**src/hw/crf_pkg.sv**
```systemverilog
// Purpose: Shared constants and types for the CPU register file block
// Assumes: Single 20 MHz clock domain
// Notes:   Bit positions, reset values and encodings live here only

package crf_pkg;

    // ------------------------------------------------------------------
    // Sizes
    // ------------------------------------------------------------------
    localparam int GPR_COUNT = 8;
    localparam int GPR_W     = 32;
    localparam int PC_W      = 24;
    localparam int CCR_W     = 8;
    localparam int LANES     = 4;
    localparam logic [2:0] SP_IDX = 3'h7;

    // ------------------------------------------------------------------
    // Condition flags layout
    // ------------------------------------------------------------------
    localparam int CCR_I  = 7;
    localparam int CCR_UI = 6;
    localparam int CCR_H  = 5;
    localparam int CCR_U  = 4;
    localparam int CCR_N  = 3;
    localparam int CCR_Z  = 2;
    localparam int CCR_V  = 1;
    localparam int CCR_C  = 0;
    localparam logic [CCR_W-1:0] CCR_RST      = 8'h80;
    localparam logic [CCR_W-1:0] CCR_ALU_MASK = 8'h2F;

    // Half-carry positions per size; after left alignment all meet one bit
    localparam int HC_BIT_B   = 3;
    localparam int HC_BIT_W   = 11;
    localparam int HC_BIT_L   = 27;
    localparam int HC_ALIGNED = HC_BIT_L + 1;
    localparam logic [4:0] SH_B = 5'(GPR_W - 8);
    localparam logic [4:0] SH_W = 5'(GPR_W - 16);
    localparam logic [4:0] SH_L = 5'h00;

    // ------------------------------------------------------------------
    // Address windows and stack steps
    // ------------------------------------------------------------------
    localparam logic [PC_W-1:0]  ADDR_MASK_NORMAL = 24'h00FFFF;
    localparam logic [PC_W-1:0]  ADDR_MASK_ADV    = 24'h0FFFFF;
    localparam logic [PC_W-1:0]  ADDR_EVEN_MASK   = 24'hFFFFFE;
    localparam logic [PC_W-1:0]  PC_STEP          = 24'h000002;
    localparam logic [GPR_W-1:0] SP_STEP_W        = 32'h00000002;
    localparam logic [GPR_W-1:0] SP_STEP_L        = 32'h00000004;
    localparam int SYNC_STAGES = 3;

    // ------------------------------------------------------------------
    // Types
    // ------------------------------------------------------------------
    typedef enum logic [1:0] {
        CRF_SZ_B = 2'h0,
        CRF_SZ_W = 2'h1,
        CRF_SZ_L = 2'h2
    } crf_size_t;

    typedef enum logic [2:0] {
        CRF_ALU_ADD   = 3'h0,
        CRF_ALU_SUB   = 3'h1,
        CRF_ALU_LOGIC = 3'h2,
        CRF_ALU_SHIFT = 3'h3,
        CRF_ALU_BIT   = 3'h4
    } crf_alu_t;

    typedef enum logic [1:0] {
        CRF_CTL_LOAD = 2'h0,
        CRF_CTL_AND  = 2'h1,
        CRF_CTL_OR   = 2'h2,
        CRF_CTL_XOR  = 2'h3
    } crf_ctl_t;

    typedef enum logic [3:0] {
        CRF_CC_T  = 4'h0,
        CRF_CC_F  = 4'h1,
        CRF_CC_HI = 4'h2,
        CRF_CC_LS = 4'h3,
        CRF_CC_CC = 4'h4,
        CRF_CC_CS = 4'h5,
        CRF_CC_NE = 4'h6,
        CRF_CC_EQ = 4'h7,
        CRF_CC_VC = 4'h8,
        CRF_CC_VS = 4'h9,
        CRF_CC_PL = 4'hA,
        CRF_CC_MI = 4'hB,
        CRF_CC_GE = 4'hC,
        CRF_CC_LT = 4'hD,
        CRF_CC_GT = 4'hE,
        CRF_CC_LE = 4'hF
    } crf_cond_t;

    typedef enum logic [1:0] {
        CRF_ST_VEC = 2'h1,
        CRF_ST_RUN = 2'h2
    } crf_state_t;

endpackage

```
**src/hw/crf_addr_align.sv**
```systemverilog
// Purpose: Effective address window and even alignment
// Assumes: Purely combinational; caller registers the result
// Notes:   Byte data accesses keep bit 0, all others force it low

`timescale 1ns/1ns

module crf_addr_align (
    input  wire logic              [23:0] ea,
    input  wire crf_pkg::crf_size_t       size,
    input  wire logic                     fetch,
    input  wire logic                     adv_mode,
    output logic                   [23:0] addr
);
    import crf_pkg::*;

    // Word, longword and fetch accesses never fault, they just drop bit 0
    wire        force_even = fetch || (size != CRF_SZ_B);
    wire [23:0] window     = adv_mode ? ADDR_MASK_ADV : ADDR_MASK_NORMAL;
    wire [23:0] even_mask  = force_even ? ADDR_EVEN_MASK : 24'hFFFFFF;

    assign addr = ea & window & even_mask;

endmodule

```
**src/hw/crf_gpr_mem.sv**
```systemverilog
// Purpose: Eight 32-bit general registers stored as four byte lanes
// Assumes: One write port with byte enables, one registered read port
// Notes:   Array has no reset; stack pointer copy forwards same-cycle writes

`timescale 1ns/1ns

module crf_gpr_mem (
    input  wire logic        clk,
    input  wire logic        rstn,
    input  wire logic        we,
    input  wire logic [2:0]  widx,
    input  wire logic [3:0]  wbe,
    input  wire logic [31:0] wdata,
    input  wire logic [2:0]  ridx,
    input  wire logic [1:0]  rsh,
    input  wire logic [31:0] rmask,
    output logic      [31:0] rdata,
    output logic      [31:0] sp_word
);
    import crf_pkg::*;

    logic [31:0] rword;
    wire         sp_hit = we && (widx == SP_IDX);

    // ------------------------------------------------------------------
    // Byte lanes
    // ------------------------------------------------------------------
    // Separate lane arrays so only the enabled bytes ever change
    for (genvar i = 0; i < LANES; i++) begin : g_lane
        logic [7:0] lane_q [GPR_COUNT];
        always_ff @(posedge clk) begin
            if (we && wbe[i]) begin
                lane_q[widx] <= wdata[8*i +: 8];
            end
        end
        assign rword[8*i +: 8] = lane_q[ridx];
        // Stack pointer copy sees a write to its own lane at once
        always_ff @(posedge clk or negedge rstn) begin
            if (!rstn) begin
                sp_word[8*i +: 8] <= 8'h00;
            end else begin
                sp_word[8*i +: 8] <= (sp_hit && wbe[i]) ? wdata[8*i +: 8] : lane_q[SP_IDX];
            end
        end
    end

    // ------------------------------------------------------------------
    // Registered view read
    // ------------------------------------------------------------------
    always_ff @(posedge clk or negedge rstn) begin
        if (!rstn) begin
            rdata <= 32'h00000000;
        end else begin
            rdata <= (rword >> {rsh, 3'h0}) & rmask;
        end
    end

endmodule

```
**src/hw/crf_regs.sv**
```systemverilog
// Purpose: CPU programmer-visible state: general registers, PC, flags
// Assumes: Same-clock decode logic drives requests; mode pin is async
// Notes:   Flags other than I come out of reset at zero

`timescale 1ns/1ns

module crf_regs (
    input  wire logic                     clk,
    input  wire logic                     rstn,
    input  wire logic              [23:0] reset_vector,
    input  wire logic                     adv_mode_pin,
    input  wire logic                     gpr_wr_en,
    input  wire logic               [2:0] gpr_wr_idx,
    input  wire crf_pkg::crf_size_t       gpr_wr_size,
    input  wire logic                     gpr_wr_part,
    input  wire logic              [31:0] gpr_wr_data,
    input  wire logic               [2:0] gpr_rd_idx,
    input  wire crf_pkg::crf_size_t       gpr_rd_size,
    input  wire logic                     gpr_rd_part,
    input  wire logic                     sp_adj_en,
    input  wire logic                     sp_adj_push,
    input  wire crf_pkg::crf_size_t       sp_adj_size,
    input  wire logic                     pc_load,
    input  wire logic              [23:0] pc_load_val,
    input  wire logic                     pc_inc,
    input  wire logic                     acc_req,
    input  wire logic              [23:0] acc_ea,
    input  wire crf_pkg::crf_size_t       acc_size,
    input  wire logic                     alu_valid,
    input  wire crf_pkg::crf_alu_t        alu_kind,
    input  wire crf_pkg::crf_size_t       alu_size,
    input  wire logic              [31:0] alu_a,
    input  wire logic              [31:0] alu_b,
    input  wire logic                     alu_cin,
    input  wire logic               [7:0] flag_upd_mask,
    input  wire logic                     ctl_en,
    input  wire crf_pkg::crf_ctl_t        ctl_op,
    input  wire logic               [7:0] ctl_data,
    input  wire logic                     exc_start,
    input  wire logic                     irq_req,
    input  wire logic                     nmi_req,
    input  wire crf_pkg::crf_cond_t       cond_code,
    output logic                   [31:0] gpr_rd_data,
    output logic                   [31:0] stack_pointer,
    output logic                   [23:0] program_counter,
    output logic                   [23:0] fetch_addr,
    output logic                   [23:0] acc_addr,
    output logic                    [7:0] condition_flags,
    output logic                          int_accept,
    output logic                          branch_taken,
    output logic                          adv_mode,
    output logic                          ready
);
    import crf_pkg::*;

    crf_state_t state_q;
    crf_state_t state_d;
    logic [SYNC_STAGES-1:0] mode_sync_q;
    logic [23:0] pc_d;
    logic [23:0] fetch_addr_d;
    logic [23:0] acc_addr_d;
    logic [7:0]  ccr_d;
    logic [7:0]  alu_flags;
    logic        cond_true;

    // ------------------------------------------------------------------
    // Sequencing
    // ------------------------------------------------------------------
    // One cycle of vector load after reset, then normal operation
    wire run = (state_q == CRF_ST_RUN);
    assign state_d = CRF_ST_RUN;

    always_ff @(posedge clk or negedge rstn) begin
        if (!rstn) begin
            state_q <= CRF_ST_VEC;
            ready   <= 1'b0;
        end else begin
            case (state_q)
                CRF_ST_VEC: state_q <= state_d;
                CRF_ST_RUN: state_q <= state_d;
                default:    state_q <= CRF_ST_VEC;
            endcase
            ready <= (state_d == CRF_ST_RUN);
        end
    end

    // ------------------------------------------------------------------
    // Mode pin synchroniser
    // ------------------------------------------------------------------
    // Third stage must agree with the second before the mode moves
    always_ff @(posedge clk or negedge rstn) begin
        if (!rstn) begin
            mode_sync_q <= 3'h0;
            adv_mode    <= 1'b0;
        end else begin
            mode_sync_q <= {mode_sync_q[SYNC_STAGES-2:0], adv_mode_pin};
            if (mode_sync_q[1] == mode_sync_q[2]) begin
                adv_mode <= mode_sync_q[2];
            end
        end
    end

    // ------------------------------------------------------------------
    // General register write path
    // ------------------------------------------------------------------
    // Views pick byte lanes; data always arrives right-justified
    wire gpr_we_ok = run && gpr_wr_en;
    wire sp_we_ok  = run && sp_adj_en && !gpr_wr_en;

    wire [3:0] wbe_word = gpr_wr_part ? 4'hC : 4'h3;
    wire [3:0] wbe_byte = gpr_wr_part ? 4'h2 : 4'h1;
    wire [3:0] view_be  = (gpr_wr_size == CRF_SZ_L) ? 4'hF :
                          (gpr_wr_size == CRF_SZ_W) ? wbe_word : wbe_byte;

    wire [31:0] view_data = (gpr_wr_size == CRF_SZ_L) ? gpr_wr_data :
                            (gpr_wr_size == CRF_SZ_W) ? {2{gpr_wr_data[15:0]}} :
                            {4{gpr_wr_data[7:0]}};

    // Stack step uses the forwarded copy, so pushes may run back to back
    wire [31:0] sp_step = (sp_adj_size == CRF_SZ_L) ? SP_STEP_L : SP_STEP_W;
    wire [31:0] sp_next = sp_adj_push ? (stack_pointer - sp_step)
                                      : (stack_pointer + sp_step);

    wire        mem_we    = gpr_we_ok || sp_we_ok;
    wire [2:0]  mem_widx  = gpr_we_ok ? gpr_wr_idx : SP_IDX;
    wire [3:0]  mem_wbe   = gpr_we_ok ? view_be : 4'hF;
    wire [31:0] mem_wdata = gpr_we_ok ? view_data : sp_next;

    // ------------------------------------------------------------------
    // General register read view
    // ------------------------------------------------------------------
    wire [1:0]  rsh_word = gpr_rd_part ? 2'h2 : 2'h0;
    wire [1:0]  rsh_byte = gpr_rd_part ? 2'h1 : 2'h0;
    wire [1:0]  rd_sh    = (gpr_rd_size == CRF_SZ_L) ? 2'h0 :
                           (gpr_rd_size == CRF_SZ_W) ? rsh_word : rsh_byte;
    wire [31:0] rd_mask  = (gpr_rd_size == CRF_SZ_L) ? 32'hFFFFFFFF :
                           (gpr_rd_size == CRF_SZ_W) ? 32'h0000FFFF : 32'h000000FF;

    crf_gpr_mem u_mem (
        .clk     (clk),
        .rstn    (rstn),
        .we      (mem_we),
        .widx    (mem_widx),
        .wbe     (mem_wbe),
        .wdata   (mem_wdata),
        .ridx    (gpr_rd_idx),
        .rsh     (rd_sh),
        .rmask   (rd_mask),
        .rdata   (gpr_rd_data),
        .sp_word (stack_pointer)
    );

    // ------------------------------------------------------------------
    // Program counter and addresses
    // ------------------------------------------------------------------
    // Load beats increment; the vector is caught one edge after release
    assign pc_d = !run    ? reset_vector :
                  pc_load ? pc_load_val :
                  pc_inc  ? (program_counter + PC_STEP) : program_counter;

    crf_addr_align u_fetch_align (
        .ea       (pc_d),
        .size     (CRF_SZ_W),
        .fetch    (1'b1),
        .adv_mode (adv_mode),
        .addr     (fetch_addr_d)
    );

    crf_addr_align u_acc_align (
        .ea       (acc_ea),
        .size     (acc_size),
        .fetch    (1'b0),
        .adv_mode (adv_mode),
        .addr     (acc_addr_d)
    );

    always_ff @(posedge clk or negedge rstn) begin
        if (!rstn) begin
            program_counter <= 24'h000000;
            fetch_addr      <= 24'h000000;
            acc_addr        <= 24'h000000;
        end else begin
            program_counter <= pc_d;
            fetch_addr      <= fetch_addr_d;
            if (acc_req && run) begin
                acc_addr <= acc_addr_d;
            end
        end
    end

    // ------------------------------------------------------------------
    // Flag computation
    // ------------------------------------------------------------------
    // Operands are left aligned so one adder and one half-carry tap
    // serve all sizes; bits below the operand are zero and carry nothing.
    wire [4:0] al_sh = (alu_size == CRF_SZ_B) ? SH_B :
                       (alu_size == CRF_SZ_W) ? SH_W : SH_L;
    wire is_sub   = (alu_kind == CRF_ALU_SUB);
    wire is_arith = is_sub || (alu_kind == CRF_ALU_ADD);
    wire c_take   = (alu_kind == CRF_ALU_SHIFT) || (alu_kind == CRF_ALU_BIT);

    wire [31:0] a_al = alu_a << al_sh;
    wire [31:0] b_al = (is_sub ? ~alu_b : alu_b) << al_sh;
    wire [31:0] c_al = {31'h00000000, alu_cin ^ is_sub} << al_sh;
    wire [32:0] sum  = {1'b0, a_al} + {1'b0, b_al} + {1'b0, c_al};
    wire [31:0] res  = is_arith ? sum[31:0] : a_al;

    wire hc = (a_al[HC_ALIGNED] ^ b_al[HC_ALIGNED] ^ sum[HC_ALIGNED]) ^ is_sub;
    wire ov = is_arith && (a_al[31] == b_al[31]) && (sum[31] != a_al[31]);
    wire cy = is_arith ? (sum[32] ^ is_sub) : alu_cin;

    always_comb begin
        alu_flags        = condition_flags;
        alu_flags[CCR_H] = is_arith ? hc : condition_flags[CCR_H];
        alu_flags[CCR_N] = res[31];
        alu_flags[CCR_Z] = (res == 32'h00000000);
        alu_flags[CCR_V] = ov;
        alu_flags[CCR_C] = (is_arith || c_take) ? cy : condition_flags[CCR_C];
    end

    // ------------------------------------------------------------------
    // Condition flags register
    // ------------------------------------------------------------------
    // Control writes win over arithmetic; exception entry wins for I
    wire [7:0] alu_wmask = alu_valid ? (flag_upd_mask & CCR_ALU_MASK) : 8'h00;
    wire [7:0] ccr_alu   = (condition_flags & ~alu_wmask) | (alu_flags & alu_wmask);
    wire [7:0] ctl_val   = (ctl_op == CRF_CTL_LOAD) ? ctl_data :
                           (ctl_op == CRF_CTL_AND)  ? (condition_flags & ctl_data) :
                           (ctl_op == CRF_CTL_OR)   ? (condition_flags | ctl_data) :
                           (condition_flags ^ ctl_data);
    wire [7:0] ccr_upd   = ctl_en ? ctl_val : ccr_alu;

    always_comb begin
        ccr_d = run ? ccr_upd : condition_flags;
        if (run && exc_start) begin
            ccr_d[CCR_I] = 1'b1;
        end
    end

    always_ff @(posedge clk or negedge rstn) begin
        if (!rstn) begin
            condition_flags <= CCR_RST;
        end else begin
            condition_flags <= ccr_d;
        end
    end

    // ------------------------------------------------------------------
    // Branch condition and interrupt gate
    // ------------------------------------------------------------------
    wire fn = condition_flags[CCR_N];
    wire fz = condition_flags[CCR_Z];
    wire fv = condition_flags[CCR_V];
    wire fc = condition_flags[CCR_C];

    always_comb begin
        case (cond_code)
            CRF_CC_T:  cond_true = 1'b1;
            CRF_CC_F:  cond_true = 1'b0;
            CRF_CC_HI: cond_true = !(fc || fz);
            CRF_CC_LS: cond_true = fc || fz;
            CRF_CC_CC: cond_true = !fc;
            CRF_CC_CS: cond_true = fc;
            CRF_CC_NE: cond_true = !fz;
            CRF_CC_EQ: cond_true = fz;
            CRF_CC_VC: cond_true = !fv;
            CRF_CC_VS: cond_true = fv;
            CRF_CC_PL: cond_true = !fn;
            CRF_CC_MI: cond_true = fn;
            CRF_CC_GE: cond_true = !(fn ^ fv);
            CRF_CC_LT: cond_true = fn ^ fv;
            CRF_CC_GT: cond_true = !(fz || (fn ^ fv));
            CRF_CC_LE: cond_true = fz || (fn ^ fv);
            default:   cond_true = 1'b0;
        endcase
    end

    // NMI bypasses the mask; UI masking is left to the interrupt controller
    always_ff @(posedge clk or negedge rstn) begin
        if (!rstn) begin
            branch_taken <= 1'b0;
            int_accept   <= 1'b0;
        end else begin
            branch_taken <= cond_true;
            int_accept   <= nmi_req || (irq_req && !condition_flags[CCR_I]);
        end
    end
endmodule

```
**config.mk**
```make
export PLATFORM = sky130hd
export DESIGN_NAME = crf_regs
export DESIGN_NICKNAME = d
export VERILOG_FILES = /design/src/hw/crf_pkg.sv /design/src/hw/crf_addr_align.sv /design/src/hw/crf_gpr_mem.sv /design/src/hw/crf_regs.sv
export SDC_FILE = /design/constraint.sdc
export NUM_CORES = 1
export LEC_CHECK = 0
export ABC_AREA = 0
export BUFFER_PORTS_ARGS = -buffer_cell sky130_fd_sc_hd__buf_2
export CORE_MARGIN = 3
export CORE_UTILIZATION = 50
export CTS_BUF_LIST = sky130_fd_sc_hd__clkbuf_8
export DETAILED_ROUTE_END_ITERATION = 10
export GPL_TIMING_DRIVEN = 0
export HOLD_SLACK_MARGIN = 0.02
export PLACE_DENSITY_LB_ADDON = 0.3
export SLEW_MARGIN = 20
export SYNTH_ARGS = -nofsm -noshare
export SYNTH_HDL_FRONTEND = slang
export SYNTH_HIERARCHICAL = 1
export SYNTH_SLANG_ARGS = --single-unit
```
**constraint.sdc**
```tcl
create_clock -name clk -period 5.12 [get_ports clk]
set_input_delay 0.512 -clock clk [delete_from_list [all_inputs] [get_ports clk]]
set_output_delay 0.512 -clock clk [all_outputs]
set_load 0.005 [all_outputs]
```
==> metrics.txt, run 1 <==
# TYPE chip_impl_metric gauge
chip_impl_metric{name="drt.antenna.violating_nets",unit=""} 0
chip_impl_metric{name="buffer_and_inverter_count_on_the_worst_path",unit=""} 3
chip_impl_info{name="synth-main-ff-cell",value="sky130_fd_sc_hd__edfxtp_1"} 1
chip_impl_metric{name="place_ws",unit="ns"} -0.804
chip_impl_metric{name="grt_start_max_net_pins",unit=""} 86
chip_impl_metric{name="power.ir.vdd_worst",unit="uV"} 203
chip_impl_metric{name="cts_inserted_buffers",unit=""} 69
chip_impl_metric{name="design.die.area",unit="sq um"} 48500
chip_impl_metric{name="total_negative_setup_slack",unit="ns"} 0
chip_impl_metric{name="sequential_to_total_area_share_from_yosys_stat",unit=""} 0.502
chip_impl_metric{name="finish.cell_count_without_fillers",unit=""} 2998
chip_impl_metric{name="postSynth.asyncResetShare",unit=""} 0.374
chip_impl_metric{name="antenna_found_initial",unit=""} 17
chip_impl_metric{name="wire_per_inst",unit="microns"} 22.9
chip_impl_metric{name="post_cts_buffers",unit=""} 0
chip_impl_metric{name="count_of_clock_tree_sinks",unit=""} 409
chip_impl_metric{name="grt_pass1_vias",unit=""} 17377
chip_impl_info{name="global_route.peak_usage_layer",value="met2"} 1
chip_impl_metric{name="fillers",unit=""} 3689
chip_impl_metric{name="weighted_congestion_reported_at_the_end_of_routability_driven_placement",unit=""} 0.949
chip_impl_metric{name="final-setup-viol-count",unit=""} 0
chip_impl_metric{name="final_period_minus_worst_setup_slack",unit="ns"} 4.84
chip_impl_metric{name="first_iter_violations",unit=""} 1484
chip_impl_metric{name="dpl.cell_count",unit=""} 2860
chip_impl_metric{name="gr-total-overflow",unit=""} 0
chip_impl_metric{name="final_max_slew_viol_count",unit=""} 0
chip_impl_metric{name="power",unit="mW"} 8.84
chip_impl_metric{name="clock_latency",unit="ns"} 0.63
chip_impl_info{name="min-delay-path-class",value="in2reg"} 1
chip_impl_metric{name="synth_seq_cells",unit=""} 409
chip_impl_info{name="worst_min_delay_path_startpoint",value="nmi_req"} 1
chip_impl_metric{name="synthesis.yosys.warnings",unit=""} 6
chip_impl_metric{name="floorplan.rows",unit=""} 77
chip_impl_metric{name="cellPowerDensity",unit="nW/um^2"} 328
chip_impl_info{name="crit_chain",value="buf_2, nor2_2, and2_1, clkbuf_2, xor2_1, a22o_1, fa_1, ha_1, clkbuf_1, a2111oi_0, o221ai_1, o211ai_1, nand4_1, a41oi_1, o21bai_1, a221oi_1, mux2i_1, a21oi_1"} 1
chip_impl_metric{name="cts-htree-levels",unit=""} 3
chip_impl_metric{name="grt_first_pass_wirelength",unit="microns"} 103000
chip_impl_metric{name="utilization",unit=""} 0.601
chip_impl_metric{name="initial_core_util",unit=""} 0.512
chip_impl_metric{name="netlist_instances",unit=""} 1896
chip_impl_info{name="run_status",value="complete, no violations"} 1
chip_impl_metric{name="skew",unit="ns"} 0.0476
chip_impl_info{name="critical_path.endpoint_type",value="flip-flop"} 1
chip_impl_info{name="crit_path_start",value="alu_kind[2]"} 1
chip_impl_metric{name="timing_hold_violations_final",unit=""} 0
chip_impl_metric{name="fp.dieH",unit="microns"} 220
chip_impl_metric{name="place.port_buffers",unit=""} 344
chip_impl_metric{name="worst_setup_slack_final",unit="ns"} 0.279
chip_impl_metric{name="grt_util_met2",unit=""} 0.437
chip_impl_metric{name="worst_slew_pin_slew",unit="ns"} 1.12
chip_impl_metric{name="detail_route.drc_violations",unit=""} 0
chip_impl_metric{name="area_growth_syn_to_layout",unit="%"} 17.3
chip_impl_metric{name="synth.lib_cells_used.distinct",unit=""} 85
chip_impl_info{name="final_cell_mix",value="sky130_fd_sc_hd__buf_2, sky130_fd_sc_hd__edfxtp_1, sky130_fd_sc_hd__dfrtp_1, sky130_fd_sc_hd__nand2_1, sky130_fd_sc_hd__ha_1"} 1
chip_impl_info{name="r2r_start",value="u_mem/sp_word[2]"} 1
chip_impl_metric{name="final_layout_size_suffix_gt1_frac",unit=""} 0.282
chip_impl_info{name="grt_setup_unrepaired",value="true"} 1
chip_impl_metric{name="grt_use_met3",unit=""} 0.0714
chip_impl_metric{name="number_of_enable_type_register_cells_in_the_synthesized_netlist",unit=""} 256
chip_impl_metric{name="post_synth_instance_area",unit="sq um"} 23000
chip_impl_metric{name="dpl-instance-area",unit="sq um"} 25600
chip_impl_metric{name="worst_setup_hold_path_clk_slew",unit="ns"} 0.06
chip_impl_metric{name="cts_max_path_buffers",unit=""} 3
chip_impl_metric{name="top_level_ports",unit=""} 374
chip_impl_metric{name="max_freq",unit="GHz"} 0.207
chip_impl_metric{name="route.vias.total",unit=""} 17427
chip_impl_metric{name="crit_path_max_fanout",unit=""} 10
chip_impl_info{name="critical-path-top-delay-family",value="compound AO/OA/AOI/OAI gates"} 1
chip_impl_metric{name="maxCapViolCount",unit=""} 0
chip_impl_metric{name="worstPathArrival",unit="ns"} 5.33
chip_impl_metric{name="place_hpwl",unit="microns"} 53500
chip_impl_metric{name="slew_headroom",unit=""} 0.247
chip_impl_metric{name="coreArea",unit="sq um"} 44800
chip_impl_metric{name="grt.total_usage",unit=""} 0.280
chip_impl_metric{name="die_w",unit="microns"} 220
chip_impl_metric{name="layout_net_count",unit=""} 2682
chip_impl_metric{name="finalWirelength",unit="microns"} 68700
chip_impl_metric{name="detail_route.vias_per_cell",unit=""} 5.81
chip_impl_metric{name="post-route-cell-area",unit="sq um"} 26900
chip_impl_metric{name="use_met1",unit=""} 0.378
chip_impl_info{name="worstReg2RegEnd",value="u_mem/sp_word[30]"} 1
chip_impl_info{name="most_common_cell_after_layout_fill_and_taps_aside",value="sky130_fd_sc_hd__buf_2"} 1
chip_impl_metric{name="max_stage_delay",unit="ns"} 0.51
chip_impl_info{name="cts_root_buf",value="sky130_fd_sc_hd__clkbuf_8"} 1
chip_impl_metric{name="hold-path-cell-count",unit=""} 2
chip_impl_metric{name="drt_pass1_iterations",unit=""} 5
chip_impl_info{name="worstSetupPathType",value="in2reg"} 1
chip_impl_info{name="start_kind",value="primary input"} 1
chip_impl_info{name="worst_path_max_delay_cell",value="sky130_fd_sc_hd__and2_1"} 1
chip_impl_metric{name="cellLeakagePower",unit="nW"} 11.5
chip_impl_metric{name="required",unit="ns"} 5.61
chip_impl_metric{name="worst_r2r_path_depth",unit=""} 11
chip_impl_metric{name="avgSynthCellArea",unit="sq um"} 12.1
chip_impl_metric{name="timing.final.crit_share",unit=""} 0.946
chip_impl_info{name="tritoncts",value="yes"} 1
chip_impl_info{name="min_delay_worst_endpoint",value="int_accept"} 1
chip_impl_metric{name="rrSetupSlack",unit="ns"} 1.12
chip_impl_metric{name="fin_hold_ws",unit="ns"} 0.0842
## Yosys cell counts (all sizes together) (5+ instances only)
| cell type | instances | area (sq um) |
|---|---|---|
| nand3b | 9 | 67.6 |
| a21oi | 72 | 360 |
| a211o | 13 | 114 |
| and3 | 22 | 138 |
| nor3 | 16 | 80.1 |
| o22ai | 5 | 31.3 |
| nor4 | 6 | 43.8 |
| mux2 | 105 | 1180 |
| or4 | 5 | 37.5 |
| xor2 | 54 | 473 |
| nand2b | 9 | 56.3 |
| buf | 61 | 429 |
| and2 | 56 | 350 |
| nand4 | 14 | 87.6 |
| a21o | 19 | 143 |
| mux4 | 69 | 1580 |
| inv | 59 | 221 |
| a22oi | 19 | 143 |
| nand2 | 146 | 548 |
| clkbuf | 62 | 233 |
| a21boi | 5 | 37.5 |
| nor2b | 24 | 150 |
| and4 | 5 | 43.8 |
| edfxtp | 256 | 7690 |
| o211ai | 19 | 143 |
| a22o | 9 | 78.8 |
| a211oi | 16 | 125 |
| o21a | 13 | 97.6 |
| mux2i | 58 | 581 |
| nor3b | 13 | 97.6 |
| or3 | 14 | 87.6 |
| xnor2 | 43 | 377 |
| nor2 | 106 | 398 |
| ha | 111 | 1390 |
| nand3 | 22 | 110 |
| o31a | 10 | 87.6 |
| or2 | 7 | 43.8 |
| a31oi | 9 | 56.3 |
| dfrtp | 151 | 3780 |
| o31ai | 5 | 37.5 |
| fa | 5 | 100 |
| o21ai | 118 | 594 |
## final cells by class
class	count	area (sq um)	share of cell area
Sequential cell	409	11500	0.428
Multi-Input combinational cell	1331	10700	0.397
Timing Repair Buffer	348	1780	0.0663
Clock buffer	73	1000	0.0373
Tap cell	592	741	0.0275
Buffer	122	666	0.0247
Clock inverter	49	274	0.0102
Inverter	59	221	0.00823
Antenna cell	15	37.5	0.00139
## per-layer routing
layer	up-vias	wire (microns)
met2	860	31500
met3	107	6350
met1	8527	28500
li1	7929	-
met4	4	2290
met5	-	26
## worst register-to-register path, cell delays in order, from the launching register on
cell and delay [ns]:
sky130_fd_sc_hd__dfrtp_1 0.40, sky130_fd_sc_hd__ha_1 0.34, sky130_fd_sc_hd__nor2b_1 0.16, sky130_fd_sc_hd__o31a_1 0.29
sky130_fd_sc_hd__o211ai_1 0.40, sky130_fd_sc_hd__a2111oi_0 0.20, sky130_fd_sc_hd__o31a_1 0.34, sky130_fd_sc_hd__o21a_1 0.22
sky130_fd_sc_hd__o211ai_1 0.24, sky130_fd_sc_hd__a21oi_1 0.10, sky130_fd_sc_hd__nor3_1 0.91, sky130_fd_sc_hd__mux2_2 0.33
## how the worst max path moves through the flow
stage / to / slack, ns / cells past startpoint
after floorplan: flip-flop / 0.51 / 18
after detailed placement: flip-flop / -0.80 / 19
final: flip-flop / 0.28 / 18
after global routing: flip-flop / -0.009 / 20
after CTS: flip-flop / 0.06 / 20
after global placement: flip-flop / -0.84 / 19
## cell families (layout without fill, tap and decap cells)
group	Yosys count	count (layout)	synth area share
and+or+nand+nor	483	483	0.106
DFF	409	409	0.502
AOI/OAI and AO/OA	372	372	0.105
muxes	232	232	0.145
buffers and inverters	182	651	0.0385
adders and majority gates	117	117	0.0653
xor gates and xnor gates	97	97	0.0370
other	4	45	0.000654
## registers in the layout (all words and copies together) (netlist names), named ones only
name                 cells
acc_addr                24
adv_mode                 1
branch_taken             1
condition_flags          1
fetch_addr              24
int_accept               1
mode_sync_q              3
program_counter         24
ready                    1
state_q                  2
u_mem/g_lane.lane_q    256
u_mem/rdata             32
u_mem/sp_word           32
## report_power, final
group	total (mW)	switching, mW	leakage [nW]	internal, mW
sequential	4.00	0.138	4.20	3.86
combinational	2.12	1.26	6.59	0.863
clock	2.72	1.33	0.741	1.39
total	8.84	2.73	11.5	6.11
## repair_timing
item                                    in CTS  in global routing
endpoints found under the setup margin       4                  5
endpoints found under the hold margin       84                  0
gates resized for setup                      2                  9
hold buffers                                 2                  0
Note: power is estimated with default switching activity, not from simulation.
==> run 2, diff against run 1 <==
--- a/config.mk
+++ b/config.mk
@@ -5,7 +5,7 @@
 export SDC_FILE = /design/constraint.sdc
 export NUM_CORES = 1
 export LEC_CHECK = 0
-export ABC_AREA = 0
+export ABC_AREA = 1
 export BUFFER_PORTS_ARGS = -buffer_cell sky130_fd_sc_hd__buf_2
 export CORE_MARGIN = 3
 export CORE_UTILIZATION = 50
==> metrics.txt, run 2 <==
# TYPE chip_impl_metric gauge
chip_impl_metric{name="final_layout_size_suffix_gt1_frac",unit=""} 0.161
chip_impl_info{name="worstReg2RegEnd",value="u_mem/g_lane[0].lane_q[1][7]"} 1
chip_impl_metric{name="power",unit="mW"} 8.98
chip_impl_metric{name="synth_seq_cells",unit=""} 409
chip_impl_metric{name="required",unit="ns"} 5.65
chip_impl_metric{name="number_of_enable_type_register_cells_in_the_synthesized_netlist",unit=""} 256
chip_impl_metric{name="place.port_buffers",unit=""} 347
chip_impl_metric{name="worstPathArrival",unit="ns"} 4.61
chip_impl_metric{name="initial_core_util",unit=""} 0.509
chip_impl_info{name="cts_root_buf",value="sky130_fd_sc_hd__clkbuf_8"} 1
chip_impl_metric{name="grt.total_usage",unit=""} 0.286
chip_impl_metric{name="routed_met1_length",unit="microns"} 32000
chip_impl_metric{name="final_period_minus_worst_setup_slack",unit="ns"} 4.08
chip_impl_metric{name="synthesis.yosys.warnings",unit=""} 6
chip_impl_metric{name="max_freq",unit="GHz"} 0.245
chip_impl_metric{name="cts-htree-levels",unit=""} 3
chip_impl_info{name="registers.top_by_ff_count",value="u_mem/g_lane.lane_q"} 1
chip_impl_metric{name="post_cts_hold_buffer_count",unit=""} 2
chip_impl_metric{name="area_growth_syn_to_layout",unit="%"} 16.2
chip_impl_metric{name="ctsResizeCount",unit=""} 0
chip_impl_metric{name="route.vias.total",unit=""} 22691
chip_impl_metric{name="final-setup-viol-count",unit=""} 0
chip_impl_metric{name="avgSynthCellArea",unit="sq um"} 7.77
chip_impl_metric{name="detail_route.drc_violations",unit=""} 0
chip_impl_metric{name="drt_pass1_iterations",unit=""} 6
chip_impl_metric{name="wire_per_inst",unit="microns"} 17.6
chip_impl_metric{name="dpl-instance-area",unit="sq um"} 27700
chip_impl_metric{name="timing_hold_violations_final",unit=""} 0
chip_impl_metric{name="postSynth.asyncResetShare",unit=""} 0.374
chip_impl_metric{name="timing.final.crit_share",unit=""} 0.798
chip_impl_info{name="post-synth-top-area-cell",value="sky130_fd_sc_hd__edfxtp_1"} 1
chip_impl_info{name="synth.cells.most_frequent",value="sky130_fd_sc_hd__nand2_1, sky130_fd_sc_hd__inv_1, sky130_fd_sc_hd__nor2_1"} 1
chip_impl_metric{name="cts_max_path_buffers",unit=""} 3
chip_impl_metric{name="post-route-cell-area",unit="sq um"} 29100
chip_impl_metric{name="sequential_to_total_area_share_from_yosys_stat",unit=""} 0.460
chip_impl_metric{name="coreArea",unit="sq um"} 49200
chip_impl_metric{name="rrSetupSlack",unit="ns"} 1.25
chip_impl_metric{name="count_of_clock_tree_sinks",unit=""} 409
chip_impl_metric{name="yosys.area.top_type_share",unit=""} 0.307
chip_impl_metric{name="final_max_slew_viol_count",unit=""} 0
chip_impl_info{name="min_delay_worst_endpoint",value="int_accept"} 1
chip_impl_metric{name="netlist_instances",unit=""} 3220
chip_impl_metric{name="maxCapViolCount",unit=""} 0
chip_impl_metric{name="largest_register_ff_count",unit=""} 256
chip_impl_metric{name="grt_first_pass_wirelength",unit="microns"} 118000
chip_impl_metric{name="worst_slew_pin_slew",unit="ns"} 1.16
chip_impl_metric{name="cts_inserted_buffers",unit=""} 68
chip_impl_metric{name="grt_pass1_vias",unit=""} 21050
chip_impl_info{name="final_cell_mix",value="sky130_fd_sc_hd__nand2_1, sky130_fd_sc_hd__inv_1, sky130_fd_sc_hd__buf_2, sky130_fd_sc_hd__nor2_1, sky130_fd_sc_hd__edfxtp_1"} 1
chip_impl_info{name="r2r_start",value="state_q[0]"} 1
chip_impl_metric{name="slew_headroom",unit=""} 0.221
chip_impl_metric{name="layout_net_count",unit=""} 4001
chip_impl_info{name="critical_path.endpoint_type",value="flip-flop"} 1
chip_impl_metric{name="worst_setup_hold_path_clk_slew",unit="ns"} 0.06
chip_impl_metric{name="cellPowerDensity",unit="nW/um^2"} 309
chip_impl_metric{name="hold-path-cell-count",unit=""} 2
chip_impl_metric{name="post_cts_buffers",unit=""} 0
chip_impl_metric{name="top_level_ports",unit=""} 374
chip_impl_metric{name="clock_latency",unit="ns"} 0.61
chip_impl_metric{name="skew",unit="ns"} 0.0274
chip_impl_metric{name="route.met2.wl",unit="microns"} 34400
chip_impl_metric{name="design.die.area",unit="sq um"} 52800
chip_impl_metric{name="grt_start_max_net_pins",unit=""} 86
chip_impl_metric{name="first_iter_violations",unit=""} 2166
chip_impl_info{name="synth.most_common_cell",value="sky130_fd_sc_hd__nand2_1"} 1
chip_impl_metric{name="worst_r2r_path_depth",unit=""} 9
chip_impl_info{name="highest-signal-layer",value="met5"} 1
chip_impl_metric{name="place_hpwl",unit="microns"} 61000
chip_impl_metric{name="power.ir.vdd_worst",unit="uV"} 179
chip_impl_info{name="most_common_cell_after_layout_fill_and_taps_aside",value="sky130_fd_sc_hd__nand2_1"} 1
chip_impl_metric{name="cellLeakagePower",unit="nW"} 14.8
chip_impl_info{name="start_kind",value="primary input"} 1
chip_impl_metric{name="floorplan.rows",unit=""} 81
chip_impl_info{name="grt_setup_unrepaired",value="false"} 1
chip_impl_info{name="worstSetupPathType",value="in2reg"} 1
chip_impl_metric{name="crit_path_max_fanout",unit=""} 10
chip_impl_info{name="tritoncts",value="yes"} 1
chip_impl_info{name="min-delay-path-class",value="in2reg"} 1
chip_impl_metric{name="synth.lib_cells_used.distinct",unit=""} 54
chip_impl_metric{name="met3_length",unit="microns"} 7710
chip_impl_info{name="synth-main-ff-cell",value="sky130_fd_sc_hd__edfxtp_1"} 1
chip_impl_info{name="run_status",value="complete, no violations"} 1
chip_impl_metric{name="finalWirelength",unit="microns"} 77100
chip_impl_metric{name="antenna_found_initial",unit=""} 10
chip_impl_metric{name="die_w",unit="microns"} 230
chip_impl_metric{name="gr-total-overflow",unit=""} 0
chip_impl_info{name="worst_min_delay_path_startpoint",value="irq_req"} 1
chip_impl_metric{name="drt.antenna.violating_nets",unit=""} 0
chip_impl_metric{name="post_synth_instance_area",unit="sq um"} 25000
chip_impl_metric{name="total_negative_setup_slack",unit="ns"} 0
chip_impl_metric{name="fp.dieH",unit="microns"} 230
chip_impl_metric{name="weighted_congestion_reported_at_the_end_of_routability_driven_placement",unit=""} 0.996
chip_impl_metric{name="detail_route.vias_per_cell",unit=""} 5.18
chip_impl_info{name="synthTopCellsByArea",value="sky130_fd_sc_hd__edfxtp_1, sky130_fd_sc_hd__nand2_1, sky130_fd_sc_hd__dfrtp_1"} 1
chip_impl_info{name="largest_regs",value="u_mem/g_lane.lane_q (256), u_mem/rdata (32), u_mem/sp_word (32)"} 1
run 2: how the worst max path moves through the flow:
stage	start	end	slack [ns]	cells after the start
2_1_floorplan	alu_size[1]	flip-flop	1.45	27
3_3_place_gp	alu_size[1]	flip-flop	0.57	26
3_5_place_dp	alu_size[1]	flip-flop	0.58	26
4_1_cts	alu_size[1]	flip-flop	1.19	26
5_1_grt	alu_kind[2]	flip-flop	0.79	27
6_report	alu_kind[2]	flip-flop	1.04	28
run 2: where the power goes:
group	total, mW	switching [mW]	internal [mW]	leakage, nW
clock	2.80	1.31	1.49	0.778
combinational	2.24	1.49	0.751	9.83
sequential	3.94	0.107	3.83	4.18
total	8.98	2.90	6.07	14.8
run 2: metrics by stage:
| stage | hold WS [ns] | utilization | worst slack (ns) | instances |
|---|---|---|---|---|
| final | 0.109 | 0.591 | 1.04 | 4383 |
| after global routing | 0.0641 | 0.591 | 0.794 | 4380 |
| after CTS | 0.0603 | 0.591 | 1.19 | 4375 |
| after detailed placement | 0.354 | 0.563 | 0.581 | 4250 |
| after global placement | 0.340 | 0.563 | 0.575 | 4249 |
| after floorplan | 0.216 | - | 1.45 | 3238 |
run 2: logic make-up (layout without fill, tap and decap cells):
family | Yosys count | count (layout) | share of synthesized area
AOI/OAI and AO/OA | 353 | 353 | 0.0761
xor gates and xnor gates | 64 | 64 | 0.0224
adders and majority gates | 117 | 117 | 0.0599
buffers and inverters | 603 | 1077 | 0.102
DFF | 409 | 409 | 0.460
muxes | 26 | 26 | 0.0117
other | 4 | 29 | 0.000600
and+or+nand+nor | 1644 | 1644 | 0.267
run 2: layer usage:
layer  GRT usage  vias up
met1       0.383    10274
met5           0        -
li1            -    11152
met4       0.112        2
met2       0.454     1080
met3      0.0653      183
run 2: cell type report:
type	count	area [sq um]
antenna	7	17.5
multi-input combinational	2226	11000
fill	4493	20100
buffer	148	837
timing repair buffer	351	1800
sequential	409	11500
inverter	455	1710
clock inverter	43	239
tap	664	831
clock buffer	80	1100
run 2: worst max-delay path: stages:
cell,delay (ns)
sky130_fd_sc_hd__buf_2,0.11
sky130_fd_sc_hd__inv_1,0.05
sky130_fd_sc_hd__nand2_1,0.05
sky130_fd_sc_hd__nor2_1,0.20
sky130_fd_sc_hd__buf_2,0.33
sky130_fd_sc_hd__buf_1,0.44
sky130_fd_sc_hd__xnor2_1,0.22
sky130_fd_sc_hd__nor2_1,0.27
sky130_fd_sc_hd__ha_1,0.29
sky130_fd_sc_hd__ha_1,0.36
sky130_fd_sc_hd__nand2_1,0.12
sky130_fd_sc_hd__nor2_2,0.18
sky130_fd_sc_hd__nand2_1,0.09
sky130_fd_sc_hd__nand3_1,0.11
sky130_fd_sc_hd__nand2_1,0.07
sky130_fd_sc_hd__nand2_1,0.19
sky130_fd_sc_hd__nand2_1,0.16
sky130_fd_sc_hd__nand2_1,0.10
sky130_fd_sc_hd__nand2_1,0.07
sky130_fd_sc_hd__nand3_1,0.07
sky130_fd_sc_hd__nand2_1,0.09
sky130_fd_sc_hd__nor2_1,0.11
sky130_fd_sc_hd__nand2_1,0.06
sky130_fd_sc_hd__nor2_1,0.08
sky130_fd_sc_hd__nand3_1,0.10
sky130_fd_sc_hd__nand2_1,0.07
sky130_fd_sc_hd__nand2_1,0.04
sky130_fd_sc_hd__nand2_1,0.05
==> run 3, diff against run 2 <==
==> constraint.sdc (replaced) <==
create_clock -name clk -period 3.88 [get_ports clk]
set_input_delay 0.388 -clock clk [delete_from_list [all_inputs] [get_ports clk]]
set_output_delay 0.388 -clock clk [all_outputs]
set_load 0.005 [all_outputs]
==> metrics.txt, run 3 (synthesis gave the netlist of run 2 again) <==
# TYPE chip_impl_metric gauge
chip_impl_info{name="tritoncts",value="yes"} 1
chip_impl_info{name="cts_root_buf",value="sky130_fd_sc_hd__clkbuf_8"} 1
chip_impl_metric{name="largest_register_ff_count",unit=""} 256
chip_impl_metric{name="max_freq",unit="GHz"} 0.264
chip_impl_metric{name="grt_pass1_vias",unit=""} 21548
chip_impl_metric{name="cts_max_path_buffers",unit=""} 3
chip_impl_metric{name="drt.antenna.violating_nets",unit=""} 0
chip_impl_metric{name="fp.dieH",unit="microns"} 230
chip_impl_metric{name="final-setup-viol-count",unit=""} 0
chip_impl_metric{name="worstPathArrival",unit="ns"} 4.32
chip_impl_info{name="min-delay-path-class",value="in2reg"} 1
chip_impl_info{name="critical_path.endpoint_type",value="flip-flop"} 1
chip_impl_info{name="start_kind",value="primary input"} 1
chip_impl_metric{name="count_of_clock_tree_sinks",unit=""} 409
chip_impl_info{name="run_status",value="complete, no violations"} 1
chip_impl_metric{name="cts_inserted_buffers",unit=""} 68
chip_impl_metric{name="post_cts_buffers",unit=""} 0
chip_impl_metric{name="top_level_ports",unit=""} 374
chip_impl_info{name="registers.top_by_ff_count",value="u_mem/g_lane.lane_q"} 1
chip_impl_metric{name="place_ws",unit="ns"} -0.535
chip_impl_metric{name="skew",unit="ns"} 0.0277
chip_impl_metric{name="worst_setup_hold_path_clk_slew",unit="ns"} 0.06
chip_impl_metric{name="maxCapViolCount",unit=""} 0
chip_impl_metric{name="utilization",unit=""} 0.605
chip_impl_metric{name="crit_path_max_fanout",unit=""} 10
chip_impl_info{name="largest_regs",value="u_mem/g_lane.lane_q (256), u_mem/rdata (32), u_mem/sp_word (32)"} 1
chip_impl_metric{name="post-route-cell-area",unit="sq um"} 29700
chip_impl_metric{name="first_iter_violations",unit=""} 2206
chip_impl_metric{name="route.vias.total",unit=""} 23001
chip_impl_metric{name="grt_start_max_net_pins",unit=""} 86
chip_impl_metric{name="fillers",unit=""} 4382
chip_impl_info{name="cp_common_cell",value="sky130_fd_sc_hd__nand2_1"} 1
chip_impl_metric{name="grt_first_pass_wirelength",unit="microns"} 120000
chip_impl_info{name="critical-path-top-delay-family",value="simple AND/OR/NAND/NOR gates"} 1
chip_impl_metric{name="buffer_and_inverter_count_on_the_worst_path",unit=""} 4
chip_impl_metric{name="cts-htree-levels",unit=""} 3
chip_impl_metric{name="grt.total_usage",unit=""} 0.291
chip_impl_metric{name="required",unit="ns"} 4.41
chip_impl_metric{name="timing_hold_violations_final",unit=""} 0
chip_impl_metric{name="final_layout_size_suffix_gt1_frac",unit=""} 0.166
chip_impl_metric{name="coreArea",unit="sq um"} 49200
chip_impl_metric{name="antenna_found_initial",unit=""} 11
chip_impl_info{name="final_cell_mix",value="sky130_fd_sc_hd__nand2_1, sky130_fd_sc_hd__inv_1, sky130_fd_sc_hd__buf_2, sky130_fd_sc_hd__nor2_1, sky130_fd_sc_hd__edfxtp_1"} 1
chip_impl_metric{name="dpl-instance-area",unit="sq um"} 27700
chip_impl_metric{name="place.port_buffers",unit=""} 347
chip_impl_metric{name="floorplan.rows",unit=""} 81
chip_impl_metric{name="final_max_slew_viol_count",unit=""} 0
chip_impl_metric{name="area_growth_syn_to_layout",unit="%"} 18.8
chip_impl_metric{name="worst_slew_pin_slew",unit="ns"} 1.17
chip_impl_info{name="worstSetupPathType",value="in2reg"} 1
chip_impl_metric{name="drt_pass1_iterations",unit=""} 5
chip_impl_metric{name="detail_route.vias_per_cell",unit=""} 5.18
chip_impl_metric{name="finalWirelength",unit="microns"} 78400
chip_impl_metric{name="timing.final.crit_share",unit=""} 0.977
chip_impl_metric{name="wire_per_inst",unit="microns"} 17.7
chip_impl_info{name="worst_path_max_delay_cell",value="sky130_fd_sc_hd__fa_1"} 1
chip_impl_metric{name="die_w",unit="microns"} 230
chip_impl_metric{name="initial_core_util",unit=""} 0.509
chip_impl_metric{name="weighted_congestion_reported_at_the_end_of_routability_driven_placement",unit=""} 0.996
chip_impl_metric{name="max_stage_delay",unit="ns"} 0.49
chip_impl_metric{name="worst_setup_slack_final",unit="ns"} 0.0892
chip_impl_metric{name="layout_net_count",unit=""} 4058
chip_impl_info{name="grt_setup_unrepaired",value="true"} 1
chip_impl_metric{name="cellLeakagePower",unit="nW"} 15.0
chip_impl_metric{name="place_hpwl",unit="microns"} 61000
chip_impl_metric{name="total_negative_setup_slack",unit="ns"} 0
chip_impl_metric{name="power.ir.vdd_worst",unit="uV"} 237
chip_impl_metric{name="detail_route.drc_violations",unit=""} 0
chip_impl_metric{name="gr-total-overflow",unit=""} 0
chip_impl_info{name="most_common_cell_after_layout_fill_and_taps_aside",value="sky130_fd_sc_hd__nand2_1"} 1
chip_impl_metric{name="power",unit="mW"} 11.9
chip_impl_metric{name="design.die.area",unit="sq um"} 52800
chip_impl_metric{name="clock_latency",unit="ns"} 0.61
chip_impl_metric{name="final_period_minus_worst_setup_slack",unit="ns"} 3.79
chip_impl_metric{name="slew_headroom",unit=""} 0.217
chip_impl_metric{name="cellPowerDensity",unit="nW/um^2"} 401
[run 3: changes by cell type in the layout (fill, tap and decap cells not counted)]
cell	before	now
sky130_fd_sc_hd__dlygate4sd3_1	2	59
sky130_fd_sc_hd__nor2_1	296	273
sky130_fd_sc_hd__nor2_2	8	31
sky130_fd_sc_hd__clkbuf_2	0	4
sky130_fd_sc_hd__clkbuf_1	50	47
sky130_fd_sc_hd__buf_1	6	5
sky130_fd_sc_hd__buf_2	382	381
sky130_fd_sc_hd__buf_6	7	8
sky130_fd_sc_hd__nand2_1	1027	1026
sky130_fd_sc_hd__nand2_2	1	2
[run 3: area by class of cell]
cell class | instances | area [sq um] | area share
diodes | 7 | 17.5 | 0.000589
multi-input cells | 2226 | 11100 | 0.373
flip-flops and latches | 409 | 11500 | 0.388
clock buffers | 80 | 1100 | 0.0371
inverters | 455 | 1710 | 0.0575
plain buffers | 148 | 848 | 0.0285
well taps | 664 | 831 | 0.0280
repair buffers | 408 | 2370 | 0.0798
clock inverters | 43 | 239 | 0.00804
[run 3: metal layers]
metal  global-route usage  share of wire
met2                0.466           0.44
met3               0.0665          0.097
met5                    0        0.00059
met4                0.114          0.043
met1                0.386           0.41
[run 3: report_power, final]
| group | internal [mW] | switching (mW) |
|---|---|---|
| sequential | 5.06 | 0.144 |
| clock | 1.96 | 1.73 |
| combinational | 1.04 | 1.99 |
| total | 8.06 | 3.86 |
[run 3: timing repair]
item | CTS | global route
setup endpoints to repair | 0 | 191
endpoints found under the hold margin | 126 | 0
hold buffers | 59 | 0
resized for setup | 0 | 34
[run 3: worst min-delay path, cell delays in order]
cell and delay (ns):
sky130_fd_sc_hd__buf_2 0.08, sky130_fd_sc_hd__o21ai_0 0.07, sky130_fd_sc_hd__o21ai_0 0.07
[run 3: per-stage QoR]
step                hold slack [ns]  instances
finish                       0.0526       4440
global route                 0.0388       4436
CTS                          0.0210       4432
detailed placement            0.354       4250
global placement              0.340       4249
floorplan                    0.0924       3238
[run 3: path summary, 6_finish.rpt]
check,slack (ns),cells after the start,from,to
max reg2reg,0.25,9,state_q[0],u_mem/g_lane[3].lane_q[1][1]
max in group asynchronous,2.66,3,rstn,condition_flags[7]
min,0.05,3,exc_start,condition_flags[7]
max,0.09,26,alu_size[1],flip-flop
min reg2reg,0.34,0,mode_sync_q[0],mode_sync_q[1]
min in group asynchronous,0.36,2,rstn,u_mem/sp_word[3]
